<file path="src/hw/cag_pkg.sv">
/*
 * constants and types shared by the address-generation block of the core.
 * assumes one core clock and a synchronous active-high reset.
 */
// Contract
// - outside branches, instruction pointer advances one per fetched byte
// - relative branch target is next-instruction address plus 8-bit offset
// - relative offset is signed, bit 7 sign-extended, reach -128..+127
// - short unconditional jump and all conditional branches use relative form
// - absolute call and jump load the full 16-bit immediate target
// - register jump loads instruction pointer from accumulator pair
// - direct operand uses a 16-bit immediate address
// - peripheral addressing puts 8-bit immediate at low byte of FF00H..FFFFH
// - registers FF00H..FF1FH also reachable with short direct form
// - 16-bit peripheral access allowed only with short direct form
// - wide registers also accept byte access under direct addressing
// - with 8-bit converter the result is a byte register at FF15H
// - with 10-bit converter the result is reachable only as 16 bits
// - 8-bit register operand chosen by 3-bit field among eight registers
// - register-indirect uses index pair or base pair over whole space
// - based address is base pair plus zero-extended offset, carry dropped
// - stack pointer addresses push, pop, call, return and interrupt save; the code uses it for push and pop only
// - stack accesses confined to internal high-speed RAM
// - byte registers numbered R0..R7, pairs RP0..RP3, forming select code
package cag_pkg;
    // ------------------------------------------------------------
    // addresses and regions
    // ------------------------------------------------------------
    localparam logic [15:0] CAG_PC_RESET = 16'h0000;
    localparam logic [15:0] CAG_SP_RESET = 16'hfeff;
    localparam logic [15:0] CAG_PERIPH_BASE = 16'hff00;
    localparam logic [15:0] CAG_SHORT_LAST = 16'hff1f;
    localparam logic [15:0] CAG_TABLE_BASE = 16'h0040;
    localparam logic [15:0] CAG_RAM_FIRST = 16'hfd00;
    localparam logic [15:0] CAG_RAM_LAST = 16'hfeff;
    localparam logic [7:0] CAG_PRODUCT_LO = 8'h10;
    localparam logic [7:0] CAG_CONV_LO = 8'h14;
    localparam logic [7:0] CAG_CONV_BYTE = 8'h15;
    localparam logic [7:0] CAG_COMPARE_LO = 8'h16;
    localparam logic [7:0] CAG_COUNTER_LO = 8'h18;
    localparam logic [7:0] CAG_CAPTURE_LO = 8'h1a;
    localparam logic [2:0] CAG_ACC_PAIR = 3'h0;
    localparam logic [2:0] CAG_INDEX_PAIR = 3'h2;
    localparam logic [2:0] CAG_BASE_PAIR = 3'h3;
    // ------------------------------------------------------------
    // branch kinds and operand modes
    // ------------------------------------------------------------
    typedef enum logic [2:0] {
        CAG_BR_NONE = 3'b000,
        CAG_BR_REL = 3'b001,
        CAG_BR_COND = 3'b010,
        CAG_BR_ABS = 3'b011,
        CAG_BR_TABLE = 3'b100,
        CAG_BR_REG = 3'b101
    } cag_branch_t;
    typedef enum logic [2:0] {
        CAG_OP_NONE = 3'b000,
        CAG_OP_DIRECT = 3'b001,
        CAG_OP_PERIPH = 3'b010,
        CAG_OP_SHORT = 3'b011,
        CAG_OP_INDIRECT = 3'b100,
        CAG_OP_BASED = 3'b101,
        CAG_OP_PUSH = 3'b110,
        CAG_OP_POP = 3'b111
    } cag_mode_t;
    typedef enum logic [1:0] {
        CAG_TB_IDLE = 2'b00,
        CAG_TB_LOW = 2'b01,
        CAG_TB_HIGH = 2'b10
    } cag_tstate_t;
endpackage

</file>
<file path="src/hw/cag_addr_gen.sv">
/*
 * address generation for the core: branch targets into the instruction
 * pointer, operand addresses, register selects and peripheral width checks.
 * assumes the decoder holds its request for one cycle and that the table
 * read returns data on mem_rdata in the cycle in which mem_req stands.
 */
`timescale 1ns/1ns
module cag_addr_gen
    import cag_pkg::*;
(
    input wire logic clk,
    input wire logic rst,
    input wire logic step,
    input wire logic [1:0] fetch_len,
    input wire cag_branch_t branch_kind,
    input wire logic cond_true,
    input wire logic [7:0] relative_offset,
    input wire logic [15:0] imm16,
    input wire logic [7:0] opcode,
    input wire logic [15:0] accumulator_pair,
    input wire logic [15:0] index_pair,
    input wire logic [15:0] base_pair,
    input wire cag_mode_t op_mode,
    input wire logic [7:0] imm8,
    input wire logic op_wide,
    input wire logic op_write,
    input wire logic use_index,
    input wire logic [2:0] reg_field,
    input wire logic conv_10bit,
    input wire logic [7:0] mem_rdata,
    output logic [15:0] instruction_pointer,
    output logic [15:0] stack_pointer,
    output logic [15:0] mem_addr,
    output logic mem_req,
    output logic mem_we,
    output logic mem_wide,
    output logic access_fault,
    output logic periph_drop,
    output logic [7:0] reg_select,
    output logic table_busy
);
    // ------------------------------------------------------------
    // state
    // ------------------------------------------------------------
    logic [15:0] ip_q, ip_d, sp_q, sp_d, addr_q, addr_d;
    logic req_q, req_d, we_q, we_d, wide_q, wide_d, fault_q, fault_d, drop_q, drop_d, busy_q, busy_d;
    logic [7:0] sel_q, sel_d, tlo_q, tlo_d;
    cag_tstate_t ts_q, ts_d;
    logic [15:0] next_ip, ea;
    logic in_periph, in_short, is_wide_reg, is_conv, bad_width;

    // ------------------------------------------------------------
    // next state
    // ------------------------------------------------------------
    always_comb begin
        ip_d = ip_q;
        sp_d = sp_q;
        ts_d = ts_q;
        tlo_d = tlo_q;
        addr_d = addr_q;
        req_d = 1'b0;
        we_d = 1'b0;
        wide_d = 1'b0;
        fault_d = 1'b0;
        drop_d = 1'b0;
        sel_d = 8'h00;
        ea = 16'h0000;
        next_ip = ip_q + {14'h0000, fetch_len};
        bad_width = 1'b0;
        // operand effective address per mode
        case (op_mode)
            CAG_OP_DIRECT: ea = imm16;
            CAG_OP_PERIPH: ea = {CAG_PERIPH_BASE[15:8], imm8};
            CAG_OP_SHORT: ea = {CAG_PERIPH_BASE[15:8], 3'b000, imm8[4:0]};
            CAG_OP_INDIRECT: ea = use_index ? index_pair : base_pair;
            CAG_OP_BASED: ea = base_pair + {8'h00, imm8};
            CAG_OP_PUSH: ea = sp_q - (op_wide ? 16'h0002 : 16'h0001);
            CAG_OP_POP: ea = sp_q;
            default: ea = 16'h0000;
        endcase
        in_periph = (ea >= CAG_PERIPH_BASE);
        in_short = (ea <= CAG_SHORT_LAST) && in_periph;
        is_wide_reg = in_periph && (ea[7:1] == CAG_PRODUCT_LO[7:1] || ea[7:1] == CAG_COMPARE_LO[7:1]
            || ea[7:1] == CAG_COUNTER_LO[7:1] || ea[7:1] == CAG_CAPTURE_LO[7:1]);
        is_conv = in_periph && (ea[7:1] == CAG_CONV_LO[7:1]);
        // width checks on the peripheral area
        if (op_mode != CAG_OP_NONE && in_periph) begin
            if (op_wide && (op_mode != CAG_OP_SHORT || !in_short)) begin
                bad_width = 1'b1;
            end else if (op_wide && ea[0]) begin
                bad_width = 1'b1;
            end else if (!op_wide && is_wide_reg && op_mode != CAG_OP_DIRECT) begin
                bad_width = 1'b1;
            end else if (is_conv && conv_10bit && !op_wide) begin
                bad_width = 1'b1;
            end else if (is_conv && !conv_10bit && (op_wide || ea[7:0] != CAG_CONV_BYTE)) begin
                bad_width = 1'b1;
            end
        end
        if ((op_mode == CAG_OP_PUSH || op_mode == CAG_OP_POP)
            && (ea < CAG_RAM_FIRST || ea > CAG_RAM_LAST)) begin
            bad_width = 1'b1;
        end
        // issue operand access
        if (step && op_mode != CAG_OP_NONE && ts_q == CAG_TB_IDLE) begin
            addr_d = ea;
            wide_d = op_wide;
            if (bad_width) begin
                fault_d = 1'b1;
                drop_d = op_write && in_periph;
            end else begin
                req_d = 1'b1;
                we_d = op_write;
                if (op_mode == CAG_OP_PUSH) begin
                    sp_d = ea;
                end else if (op_mode == CAG_OP_POP) begin
                    sp_d = sp_q + (op_wide ? 16'h0002 : 16'h0001);
                end
            end
        end
        // register select one-hot
        if (step) begin
            sel_d[reg_field] = 1'b1;
        end
        // instruction pointer update
        case (ts_q)
            CAG_TB_IDLE: begin
                if (step) begin
                    case (branch_kind)
                        CAG_BR_REL: ip_d = next_ip + {{8{relative_offset[7]}}, relative_offset};
                        CAG_BR_COND: ip_d = cond_true ? next_ip + {{8{relative_offset[7]}}, relative_offset}
                            : next_ip;
                        CAG_BR_ABS: ip_d = imm16;
                        CAG_BR_REG: ip_d = accumulator_pair;
                        CAG_BR_TABLE: begin
                            addr_d = CAG_TABLE_BASE + {10'h000, opcode[5:1], 1'b0};
                            req_d = 1'b1;
                            we_d = 1'b0;
                            wide_d = 1'b0;
                            ts_d = CAG_TB_LOW;
                        end
                        default: ip_d = next_ip;
                    endcase
                end
            end
            CAG_TB_LOW: begin
                tlo_d = mem_rdata;
                addr_d = addr_q + 16'h0001;
                req_d = 1'b1;
                ts_d = CAG_TB_HIGH;
            end
            CAG_TB_HIGH: begin
                ip_d = {mem_rdata, tlo_q};
                ts_d = CAG_TB_IDLE;
            end
            default: ts_d = CAG_TB_IDLE;
        endcase
        // busy flag kept in a flop so table_busy is registered
        busy_d = (ts_d != CAG_TB_IDLE);
    end

    // ------------------------------------------------------------
    // registers
    // ------------------------------------------------------------
    always_ff @(posedge clk) begin
        if (rst) begin
            ip_q <= CAG_PC_RESET;
            sp_q <= CAG_SP_RESET;
            addr_q <= 16'h0000;
            req_q <= 1'b0;
            we_q <= 1'b0;
            wide_q <= 1'b0;
            fault_q <= 1'b0;
            drop_q <= 1'b0;
            sel_q <= 8'h00;
            tlo_q <= 8'h00;
            ts_q <= CAG_TB_IDLE;
            busy_q <= 1'b0;
        end else begin
            ip_q <= ip_d;
            sp_q <= sp_d;
            addr_q <= addr_d;
            req_q <= req_d;
            we_q <= we_d;
            wide_q <= wide_d;
            fault_q <= fault_d;
            drop_q <= drop_d;
            sel_q <= sel_d;
            tlo_q <= tlo_d;
            ts_q <= ts_d;
            busy_q <= busy_d;
        end
    end

    assign instruction_pointer = ip_q;
    assign stack_pointer = sp_q;
    assign mem_addr = addr_q;
    assign mem_req = req_q;
    assign mem_we = we_q;
    assign mem_wide = wide_q;
    assign access_fault = fault_q;
    assign periph_drop = drop_q;
    assign reg_select = sel_q;
    assign table_busy = busy_q;

    // ------------------------------------------------------------
    // checks
    // ------------------------------------------------------------
    step_advance_a: assert property (@(posedge clk) disable iff (rst)
        step && ts_q == CAG_TB_IDLE && branch_kind == CAG_BR_NONE
        |=> ip_q == $past(ip_q) + {14'h0000, $past(fetch_len)})
        else $error("pointer did not advance by fetch length");
    rel_target_a: assert property (@(posedge clk) disable iff (rst)
        step && ts_q == CAG_TB_IDLE && branch_kind == CAG_BR_REL
        |=> ip_q == $past(next_ip) + {{8{$past(relative_offset[7])}}, $past(relative_offset)})
        else $error("relative target wrong");
    abs_target_a: assert property (@(posedge clk) disable iff (rst)
        step && ts_q == CAG_TB_IDLE && branch_kind == CAG_BR_ABS |=> ip_q == $past(imm16))
        else $error("absolute target wrong");
    reg_jump_a: assert property (@(posedge clk) disable iff (rst)
        step && ts_q == CAG_TB_IDLE && branch_kind == CAG_BR_REG |=> ip_q == $past(accumulator_pair))
        else $error("register jump wrong");
    table_seq_a: assert property (@(posedge clk) disable iff (rst)
        step && ts_q == CAG_TB_IDLE && branch_kind == CAG_BR_TABLE
        |=> mem_req && mem_addr[15:6] == 10'h001 ##1 mem_req ##1 !table_busy)
        else $error("table call sequence wrong");
    wide_short_a: assert property (@(posedge clk) disable iff (rst)
        mem_req && mem_wide && mem_addr[15:8] == 8'hff |-> mem_addr <= CAG_SHORT_LAST)
        else $error("wide peripheral access outside short area");
    based_addr_a: assert property (@(posedge clk) disable iff (rst)
        step && ts_q == CAG_TB_IDLE && op_mode == CAG_OP_BASED && !bad_width
        |=> mem_addr == $past(base_pair) + {8'h00, $past(imm8)})
        else $error("based address wrong");
    stack_ram_a: assert property (@(posedge clk) disable iff (rst)
        step && ts_q == CAG_TB_IDLE && (op_mode == CAG_OP_PUSH || op_mode == CAG_OP_POP)
        |=> access_fault || (mem_addr >= CAG_RAM_FIRST && mem_addr <= CAG_RAM_LAST))
        else $error("stack access left ram");

    // ------------------------------------------------------------
    // checks: conditional and table branches
    // ------------------------------------------------------------
    // conditional branch takes the offset only when the condition holds
    cond_branch_a: assert property (@(posedge clk) disable iff (rst)
        step && ts_q == CAG_TB_IDLE && branch_kind == CAG_BR_COND
        |=> ip_q == ($past(cond_true)
            ? $past(next_ip) + {{8{$past(relative_offset[7])}}, $past(relative_offset)}
            : $past(next_ip)))
        else $error("conditional target wrong");
    // second table read is the odd byte after the even one
    table_pair_a: assert property (@(posedge clk) disable iff (rst)
        ts_q == CAG_TB_LOW |=> mem_req && !mem_we && mem_addr == $past(mem_addr) + 16'h0001)
        else $error("table high byte address wrong");

    // ------------------------------------------------------------
    // checks: operand addresses
    // ------------------------------------------------------------
    // direct form uses the full immediate address
    direct_addr_a: assert property (@(posedge clk) disable iff (rst)
        step && ts_q == CAG_TB_IDLE && op_mode == CAG_OP_DIRECT && !bad_width
        |=> mem_req && mem_addr == $past(imm16))
        else $error("direct address wrong");
    // peripheral form puts the immediate in the top page
    periph_addr_a: assert property (@(posedge clk) disable iff (rst)
        step && ts_q == CAG_TB_IDLE && op_mode == CAG_OP_PERIPH
        |=> mem_addr == {CAG_PERIPH_BASE[15:8], $past(imm8)})
        else $error("peripheral address wrong");
    // short form stays inside its window
    short_addr_a: assert property (@(posedge clk) disable iff (rst)
        step && ts_q == CAG_TB_IDLE && op_mode == CAG_OP_SHORT
        |=> mem_addr >= CAG_PERIPH_BASE && mem_addr <= CAG_SHORT_LAST)
        else $error("short address outside window");
    // indirect form picks the named pair
    indirect_addr_a: assert property (@(posedge clk) disable iff (rst)
        step && ts_q == CAG_TB_IDLE && op_mode == CAG_OP_INDIRECT
        |=> mem_addr == ($past(use_index) ? $past(index_pair) : $past(base_pair)))
        else $error("indirect address wrong");
    // exactly the named register is selected
    reg_select_a: assert property (@(posedge clk) disable iff (rst)
        step |=> reg_select == (8'h01 << $past(reg_field)))
        else $error("register select wrong");

    // ------------------------------------------------------------
    // checks: peripheral widths, refusals and stack
    // ------------------------------------------------------------
    // a refused access never reaches the bus
    fault_quiet_a: assert property (@(posedge clk) disable iff (rst)
        access_fault |-> !mem_req && !mem_we)
        else $error("refused access reached the bus");
    // byte access to a wide register only through the direct form
    wide_byte_a: assert property (@(posedge clk) disable iff (rst)
        mem_req && !mem_wide && mem_addr[15:8] == CAG_PERIPH_BASE[15:8]
        && (mem_addr[7:1] == CAG_PRODUCT_LO[7:1] || mem_addr[7:1] == CAG_COMPARE_LO[7:1]
        || mem_addr[7:1] == CAG_COUNTER_LO[7:1] || mem_addr[7:1] == CAG_CAPTURE_LO[7:1])
        |-> $past(op_mode) == CAG_OP_DIRECT)
        else $error("wide register byte access outside direct form");
    // ten-bit converter result only as a whole word
    conv_word_a: assert property (@(posedge clk) disable iff (rst)
        mem_req && $past(conv_10bit) && mem_addr[15:1] == {CAG_PERIPH_BASE[15:8], CAG_CONV_LO[7:1]}
        |-> mem_wide)
        else $error("ten-bit result read as a byte");
    // eight-bit converter result only as its own byte
    conv_byte_a: assert property (@(posedge clk) disable iff (rst)
        mem_req && !$past(conv_10bit) && mem_addr[15:1] == {CAG_PERIPH_BASE[15:8], CAG_CONV_LO[7:1]}
        |-> !mem_wide && mem_addr[7:0] == CAG_CONV_BYTE)
        else $error("eight-bit result not its byte");
    // a dropped write is a refused peripheral write
    drop_refused_a: assert property (@(posedge clk) disable iff (rst)
        periph_drop |-> access_fault && mem_addr >= CAG_PERIPH_BASE)
        else $error("dropped write not a refused peripheral write");
    // push lowers the pointer by the access width
    push_sp_a: assert property (@(posedge clk) disable iff (rst)
        step && ts_q == CAG_TB_IDLE && op_mode == CAG_OP_PUSH && !bad_width
        |=> stack_pointer == $past(sp_q) - ($past(op_wide) ? 16'h0002 : 16'h0001))
        else $error("push pointer wrong");
    // pop raises the pointer by the access width
    pop_sp_a: assert property (@(posedge clk) disable iff (rst)
        step && ts_q == CAG_TB_IDLE && op_mode == CAG_OP_POP && !bad_width
        |=> stack_pointer == $past(sp_q) + ($past(op_wide) ? 16'h0002 : 16'h0001))
        else $error("pop pointer wrong");
    // a refused access leaves the stack pointer alone
    stack_hold_a: assert property (@(posedge clk) disable iff (rst)
        access_fault |-> $stable(stack_pointer))
        else $error("refused access moved stack pointer");
endmodule // cag_addr_gen

</file>
<file path="config.mk">
export PLATFORM = sky130hd
export DESIGN_NAME = cag_addr_gen
export DESIGN_NICKNAME = d
export VERILOG_FILES = /design/src/hw/cag_pkg.sv /design/src/hw/cag_addr_gen.sv
export SDC_FILE = /design/constraint.sdc
export NUM_CORES = 1
export LEC_CHECK = 0
export BUFFER_PORTS_ARGS = -buffer_cell sky130_fd_sc_hd__buf_2
export CORE_MARGIN = 2
export CORE_UTILIZATION = 50
export CTS_BUF_LIST = sky130_fd_sc_hd__clkbuf_4
export DETAILED_ROUTE_END_ITERATION = 10
export GPL_ROUTABILITY_DRIVEN = 0
export GPL_TIMING_DRIVEN = 0
export PLACE_DENSITY = 0.8
export SETUP_SLACK_MARGIN = 0.3
export SYNTH_ARGS = -nofsm -noshare
export SYNTH_HDL_FRONTEND = slang
export SYNTH_SLANG_ARGS = --single-unit
export TNS_END_PERCENT = 30
</file>
<file path="constraint.sdc">
create_clock -name clk -period 3.5 [get_ports clk]
set_clock_uncertainty 0.15 [all_clocks]
set_input_delay 0.175 -clock clk [delete_from_list [all_inputs] [get_ports clk]]
set_output_delay 0.175 -clock clk [all_outputs]
set_load 0.01 [all_outputs]
</file>
== Word level (Yosys, flattened, before mapping) ==
Index checks and enable logic that the tools add are counted.

* $add $sub $neg: 7
* $lt $le $gt $ge: 6
* Equality and inequality tests: 24
* Multiplexer cells: 40
* Bitwise operators: 3
* Reduce and logical (&&, ||, !) cells: 37

{| class="wikitable"
|+ Operator list
! cell !! count
|-
| $mux W16 || 8
|-
| $pmux W16 S7 || 1
|-
| $pmux W16 S5 || 1
|-
| $pmux W16 S2 || 2
|-
| $eq A7 B4 Y1 const B || 5
|-
| $add A16 B2 Y16 || 2
|-
| $mux W1 || 22
|-
| $eq A3 B3 Y1 const B || 6
|-
| $logic_and A1 B1 Y1 || 17
|-
| $add A16 B1 Y16 const B || 1
|-
| $add A16 B16 Y16 || 1
|-
| $add A16 B8 Y16 || 1
|-
| $ge A16 B16 Y1 const B || 1
|-
| $gt A16 B16 Y1 const B || 1
|-
| $le A16 B16 Y1 const B || 1
|-
| $lt A16 B16 Y1 const B || 1
|-
| $sub A16 B16 Y16 || 1
|-
| $eq A3 B2 Y1 const B || 4
|-
| $add A7 B6 Y8 const A || 1
|-
| $ne A8 B5 Y1 const B || 1
|-
| $logic_or A1 B1 Y1 || 7
|-
| $eq A3 B1 Y1 const B || 2
|-
| $mux W2 || 3
|-
| $reduce_and A3 Y1 || 2
|-
| other kinds (17) || 25
|}

* Register bits after elaboration: 72
* Bits of input ports: 115
* Output and inout port bits: 62
* Logic and storage cells: 129

== Longest topological paths before layout ==
Gate-level depths: netlist of the first run.

* Word-level depth: 20
* Depth in mapped cells: 15
* Gate-level depth less buffers: 15

== Worst setup path before layout of the first run ==
Ideal clock, no wire load.

* Kind: reg-to-reg
* From: reg sp_q[0], in the netlist stack_pointer[0]
* To: reg sp_q[3], in the netlist stack_pointer[3]
* Data arrival time: 3.328 ns
* Path slack: -0.098 ns
* Cell stages (with the launch flop): 15
* Period minus slack after synthesis: 3.598 ns
* Path through: dfxtp_1 -> inv_1 -> ha_1 -> fa_1 -> or4b_1 -> buf_4 -> o21ai_0 -> a21oi_1 -> a2111oi_0 -> o211ai_2 -> xnor2_1 -> or4_4 -> buf_6 -> or3_1 -> o31a_1

* Cells in the longest elaborated chain, start to end: 16
* Elaborated cells between the ends (all ways): 44
* Classes of those cells: add/sub: 2; order compare: 4; eq/ne: 6; mux: 10; bitwise: 1; reduce/logical: 21

{| class="wikitable"
|+ Ends and longest elaborated chain
! what !! line !! text
|-
| start: declaration || cag_addr_gen.sv:45 || <nowiki>logic [15:0] ip_q, ip_d, sp_q, sp_d, addr_q, addr_d;</nowiki>
|-
| start signal: assignment || cag_addr_gen.sv:181 || <nowiki>sp_q <= sp_d;</nowiki>
|-
| parallel branches: the longest is 16 deep, another holds $sub A16 B16 Y16 || - ||
|}

Parallel ways; which one is timed is not known. The select of a mux whose other input is x is not followed.
A chain may end at the register's enable or synchronous reset.

== Worst setup path in the final report of the first run ==
* From: reg sp_q[0], in the netlist stack_pointer[0]
* To: reg sp_q[7], in the netlist stack_pointer[7]

Same word-level chain as after synthesis.

==> metrics.yaml, run 1 <==
wl_met2_um: 11800
worst_slack_ps: -97.1
overflow: 0
wirelength_um: 25400
rsz0062_at_grt: "yes"
arrival_ps: 3760
r2r_slack_ps: -100
cts_inserted_buffers: 9
clockRootBuffer: "clkbuf_4"
ant_nets: 0
synth_cell_types: 74
drive_gt1_frac: 0.265
die_area_um2: 14200
cts_tree: "built"
fin_area_um2: 8580
core_area_um2: 13100
outcome: "finished, violations left"
wl_per_cell_um: 19.7
grt_max_degree: 13
floorplan.initialDensity: 0.506
synthAdderAreaFrac: 0.0718
drc: 0
dpl-instance-area_um2: 7750
vias: 8322
cp_max_fo: 8
drt_iter0_drc: 1306
yosysWarnings: 0
timing.rr.end: "stack_pointer[7]"
dr.pass1.iters: 6
grt_pass1_vias: 7541
grt_pass1_wl_um: 38600
clock_path_buffers: 2
die_h_um: 119
setup_viol: 13
maxCapViolCount: 0
synth_nets: 1042
place_ws_ps: -484
io_pins: 177
hold_depth: 5
grt.total_usage: 0.339
min_period_over_period: 1.03
vdd_ir_drop_max_mv: 0.198
diodes: 0
syn_to_final_growth_pct: 29.6
slew_violations: 0
clk_pin_slew_ps: 130
clk_latency_ps: 430
hpwl_um: 19000
avgSynthCellArea_um2: 7.43
max_slew_margin: 0.286
antenna_found_initial: 0
synth_top_family_by_area: "compound AO/OA/AOI/OAI gates"
synth_compound_area_frac: 0.305
leakage_nw: 3.56
r2r_start: "stack_pointer[0]"
crit_type: "flip-flop to flip-flop"
cts.sinks: 72
synth_flop_cell: "dfxtp_1"
critPathLaunch: "stack_pointer[0]"
die_width_um: 119
hp-class: "input port to flip-flop"
ff2ff_path_depth: 14
seq_area_frac_synth: 0.218
top_layer: "met4"
cts.htree.levels: 3
synthSimpleGateAreaFrac: 0.265
violations: "negative setup slack"
yosys-mux-area-fraction: 0.0302
synth_enable_flop_cells: 0
fillCellCount: 1120
cp-end-kind: "flip-flop"
p_per_area_nw_per_um2: 287
async_flop_share: 0
port_buffers: 170
worstMarginPinSlew_ps: 1060
fmax_mhz: 278
hold_end: "mem_addr[5]"
holdWs_ps: 43.2
hold_viol_final: 0
final_nets: 1257
rows: 42
vias_per_cell: 6.46
tns_ps: -625
min_from: "opcode[5]"
cp-start-kind: "flip-flop"
timing.final.crit_period_ps: 3600
critPathRequiredTime_ps: 3670
syn_area_um2: 6620
dr_wl_met3_um: 2540
syn-instance-count: 892
wl_met1_um: 9620
synthXorXnorAreaFrac: 0.0595
ys_ff_latch: 72
==> timing repair <==
| item | in CTS | in global routing |
|---|---|---|
| gates cloned | 0 | 1 |
| setup buffers | 11 | 2 |
| hold buffers | 20 | 0 |
| pin swaps | 25 | 22 |
| resized for setup | 41 | 31 |
| endpoints found under the setup margin | 28 | 28 |
| endpoints found under the hold margin | 35 | 0 |
==> layout by cell type, fill, tap and decap left out, types with 25 or more instances in the layout <==
| master | n |
|---|---|
| clkbuf_1 | 49 |
| buf_2 | 170 |
| o21ai_0 | 46 |
| dfxtp_1 | 66 |
| nand2_1 | 82 |
| ha_1 | 25 |
| xnor2_1 | 25 |
| nor2_1 | 92 |
| a21oi_1 | 69 |
==> logic make-up after synthesis <==
| family | after synthesis |
|---|---|
| buffers and inverters | 79 |
| XOR/XNOR | 45 |
| AND/OR/NAND/NOR | 348 |
| adder cells (fa/ha/maj) | 35 |
| multiplexers | 19 |
| AO/OA/AOI/OAI | 294 |
| flip-flops | 72 |
==> power by group <==
group | total (mW) | leakage, nW | switching [mW] | internal (mW)
clock network | 0.597 | 0.0817 | 0.303 | 0.294
registers | 0.912 | 0.589 | 0.0545 | 0.857
logic | 0.959 | 2.89 | 0.550 | 0.409
==> final cells by class <==
| class | instances | area [um^2] | area share |
|---|---|---|---|
| Timing Repair Buffer | 204 | 1190 | 0.138 |
| Clock inverter | 6 | 83.8 | 0.00977 |
| Sequential cell | 72 | 1450 | 0.169 |
| Clock buffer | 10 | 75.1 | 0.00875 |
| Inverter | 18 | 67.6 | 0.00787 |
| Multi-Input combinational cell | 741 | 5210 | 0.607 |
| Buffer | 61 | 285 | 0.0332 |
| Tap cell | 176 | 220 | 0.0257 |
==> metrics by stage <==
| step | utilization | std cells | power [mW] |
|---|---|---|---|
| 3_5_place_dp | 0.592 | 1238 | 1.74 |
| 4_1_cts | 0.640 | 1285 | 2.40 |
| 5_1_grt | 0.656 | 1288 | 2.58 |
| 2_1_floorplan | - | 892 | 1.45 |
| 3_3_place_gp | 0.592 | 1238 | 1.72 |
| 6_report | 0.656 | 1288 | 2.47 |
==> critical path, stage by stage, from the launching register on <==
cell	delay (ps)
dfxtp_4	370
inv_2	60
ha_4	130
fa_2	190
or4b_4	470
buf_8	170
or3_4	340
a21oi_4	200
a2111oi_4	50
o211ai_2	150
xnor2_2	100
or4_4	510
buf_8	170
a21o_1	150
a211o_1	290
==> cells in the mapped netlist, drive strengths merged, types with 6 or more instances <==
master,instances,area [um^2]
nor4,19,146
or3,13,91.3
a222oi,6,60.1
and3,14,87.6
xor2,13,114
a22o,19,166
nor2,94,353
o31ai,6,45.0
mux2,8,90.1
nand2b,19,119
dfxtp,72,1440
nand3b,6,45.0
nand2,82,308
mux2i,11,110
nor3b,6,45.0
xnor2,32,280
nand3,26,130
buf,12,86.3
or2,6,40.0
nand4,8,50.1
a221o,8,80.1
a211o,8,70.1
a221oi,7,61.3
a21oi,76,380
inv,18,67.6
o21ai,55,275
o21a,7,52.6
ha,30,375
nor3,28,140
o211ai,17,143
clkbuf,49,184
a211oi,12,90.1
a22oi,18,140
nor2b,12,75.1
==> metal layers <==
metal / track usage / vias up
met5: 0 / -
met4: 0.151 / 0
met2: 0.569 / 554
met3: 0.0603 / 139
met1: 0.425 / 3870
li1: - / 3759
==> state kept, by name, summed over array words and instances, names as in the netlist <==
| register | flops |
|---|---|
| access_fault | 1 |
| instruction_pointer | 16 |
| mem_addr | 16 |
| mem_req | 1 |
| mem_we | 1 |
| mem_wide | 1 |
| periph_drop | 1 |
| reg_select | 8 |
| stack_pointer | 16 |
| table_busy | 1 |
| tlo_q | 8 |
| ts_q | 2 |
==> worst max-delay path by stage <==
| stage | to | slack, ps |
|---|---|---|
| 2_1_floorplan | stack_pointer[3] | 110 |
| 3_3_place_gp | mem_req | -420 |
| 3_5_place_dp | stack_pointer[3] | -480 |
| 4_1_cts | mem_req | -70 |
| 5_1_grt | stack_pointer[7] | -180 |
| 6_report | stack_pointer[7] | -100 |
No activity file was read; power rests on OpenSTA's default activity.
==> inputs of run 2 (changes only) <==
--- a/config.mk
+++ b/config.mk
@@ -9,11 +9,13 @@
 export CORE_MARGIN = 2
 export CORE_UTILIZATION = 50
 export CTS_BUF_LIST = sky130_fd_sc_hd__clkbuf_4
+export CTS_CLUSTER_SIZE = 25
 export DETAILED_ROUTE_END_ITERATION = 10
 export GPL_ROUTABILITY_DRIVEN = 0
 export GPL_TIMING_DRIVEN = 0
 export PLACE_DENSITY = 0.8
 export SETUP_SLACK_MARGIN = 0.3
+export SKIP_LAST_GASP = 1
 export SYNTH_ARGS = -nofsm -noshare
 export SYNTH_HDL_FRONTEND = slang
 export SYNTH_SLANG_ARGS = --single-unit
==> metrics.yaml, run 2 (synthesis gave the netlist of run 1 again) <==
outcome: "finished, violations left"
violations: "negative setup slack"
fin_area_um2: 8330
die_width_um: 119
tns_ps: -303
regArea_um2: 1450
drive_gt1_frac: 0.239
grt.total_usage: 0.337
diodes: 0
critical-path-max-stage-delay_ps: 510
fillCellCount: 1171
clock_path_buffers: 2
grt_pass1_wl_um: 38500
clockRootBuffer: "clkbuf_4"
syn_to_final_growth_pct: 25.8
leakage_nw: 3.48
hold_depth: 5
min_period_over_period: 1.02
critical_path.top_delay_family: "compound AO/OA/AOI/OAI gates"
rsz0062_at_grt: "yes"
wirelength_um: 24700
vias_per_cell: 6.33
p_per_area_nw_per_um2: 288
overflow: 0
port_buffers: 170
max_slew_margin: 0.352
cp-end-kind: "flip-flop"
ff2ff_path_depth: 13
clkPwrFrac: 0.247
r2r_start: "stack_pointer[0]"
drt_iter0_drc: 1095
cp_max_fo: 8
fmax_mhz: 280
final_nets: 1255
timing.final.crit_period_ps: 3580
cts_inserted_buffers: 9
r2r_slack_ps: -80
pwr-share-comb: 0.375
crit_type: "flip-flop to flip-flop"
cp-start-kind: "flip-flop"
vias: 8135
drc: 0
grt_pass1_vias: 7496
ant_nets: 0
p_int_mw: 1.53
clk_latency_ps: 430
die_area_um2: 14200
timing.rr.end: "mem_req"
fin_util: 0.637
dpl-instance-area_um2: 7750
setup_viol: 10
cts_tree: "built"
hpwl_um: 19000
clk_pin_slew_ps: 130
layout_common_cells: "buf_2 (170), nor2_1 (93), nand2_1 (82)"
hp-class: "input port to flip-flop"
critPathRequiredTime_ps: 3630
seqPwrFrac: 0.378
final_common_cell: "buf_2"
io_pins: 177
crit_chain: "inv_2 > ha_4 > fa_2 > or4b_4 > buf_8 > nor3_4 > xor2_1 > a221o_1 > or4b_4 > a211o_1 > a211o_1 > o22ai_2 > o22ai_1"
power_mw: 2.40
worstMarginPinSlew_ps: 964
cts.htree.levels: 3
worst_slack_ps: -76.8
grt_max_degree: 13
cp_num_buf_inv: 2
slowest_stage: "or4b_4"
wl_per_cell_um: 19.2
power.switching_mw: 0.871
core_area_um2: 13100
antenna_found_initial: 0
die_h_um: 119
cts.sinks: 72
min_from: "opcode[5]"
rows: 42
slew_violations: 0
vdd_ir_drop_max_mv: 0.197
multi_input_area_um2: 5010
arrival_ps: 3710
hold_end: "mem_addr[5]"
maxCapViolCount: 0
switching_share: 0.363
hold_viol_final: 0
floorplan.initialDensity: 0.506
dr.pass1.iters: 8
==> run 2: worst max-delay path by stage <==
| stage | start | end | slack, ps | depth (start not counted) |
|---|---|---|---|---|
| 6_report | stack_pointer[0] | mem_req | -80 | 13 |
| 5_1_grt | stack_pointer[0] | mem_req | -160 | 13 |
| 4_1_cts | stack_pointer[0] | mem_req | -70 | 13 |
| 3_5_place_dp | base_pair[1] | stack_pointer[3] | -480 | 12 |
| 3_3_place_gp | op_wide | mem_req | -420 | 14 |
| 2_1_floorplan | stack_pointer[0] | stack_pointer[3] | 110 | 14 |
==> run 2: power by group through the flow <==
| stage | logic [mW] | clock network, mW | registers [mW] |
|---|---|---|---|
| 4_1_cts | 0.863 | 0.596 | 0.905 |
| 3_3_place_gp | 0.802 | 0 | 0.922 |
| 5_1_grt | 0.970 | 0.634 | 0.913 |
| 3_5_place_dp | 0.815 | 0 | 0.923 |
| 2_1_floorplan | 0.521 | 0 | 0.928 |
| 6_report | 0.900 | 0.594 | 0.907 |
==> run 2: through the flow <==
step                      hold WS (ps)  std cells  worst slack, ps
after global placement             257       1238             -422
after floorplan                    103        892              112
final                             41.8       1286            -76.8
after CTS                         22.4       1285            -72.0
after global routing              22.8       1286             -164
after detailed placement           260       1238             -484
==> run 2: what timing repair did <==
item                                    4_1_cts  5_1_grt
pin swaps                                    16        6
hold endpoints to repair                     35        0
gates resized for setup                      19       11
endpoints found under the setup margin       28       29
hold buffers                                 20        0
buffers inserted                             11        1
==> run 2: layout make-up <==
class / instances / share of cell area
plain buffers: 61 / 0.0333
inverters: 18 / 0.00811
repair buffers: 202 / 0.138
multi-input cells: 741 / 0.601
clock inverters: 6 / 0.0101
flip-flops and latches: 72 / 0.174
well taps: 176 / 0.0264
clock buffers: 10 / 0.00901
==> run 2: worst min-delay path, stage by stage <==
cell	delay (ps)
buf_2	80
nand3b_1	60
o21ai_0	70
o21ai_0	80
a21oi_1	130
==> run 2: per-layer routing <==
layer | track usage | wire length [um] | share of wire | vias up
met5 | 0 | 0 | 0 | -
met1 | 0.428 | 9430 | 0.38 | 3743
met2 | 0.562 | 11500 | 0.47 | 519
met4 | 0.152 | 1330 | 0.054 | 0
li1 | - | - | - | 3761
met3 | 0.0551 | 2450 | 0.099 | 112
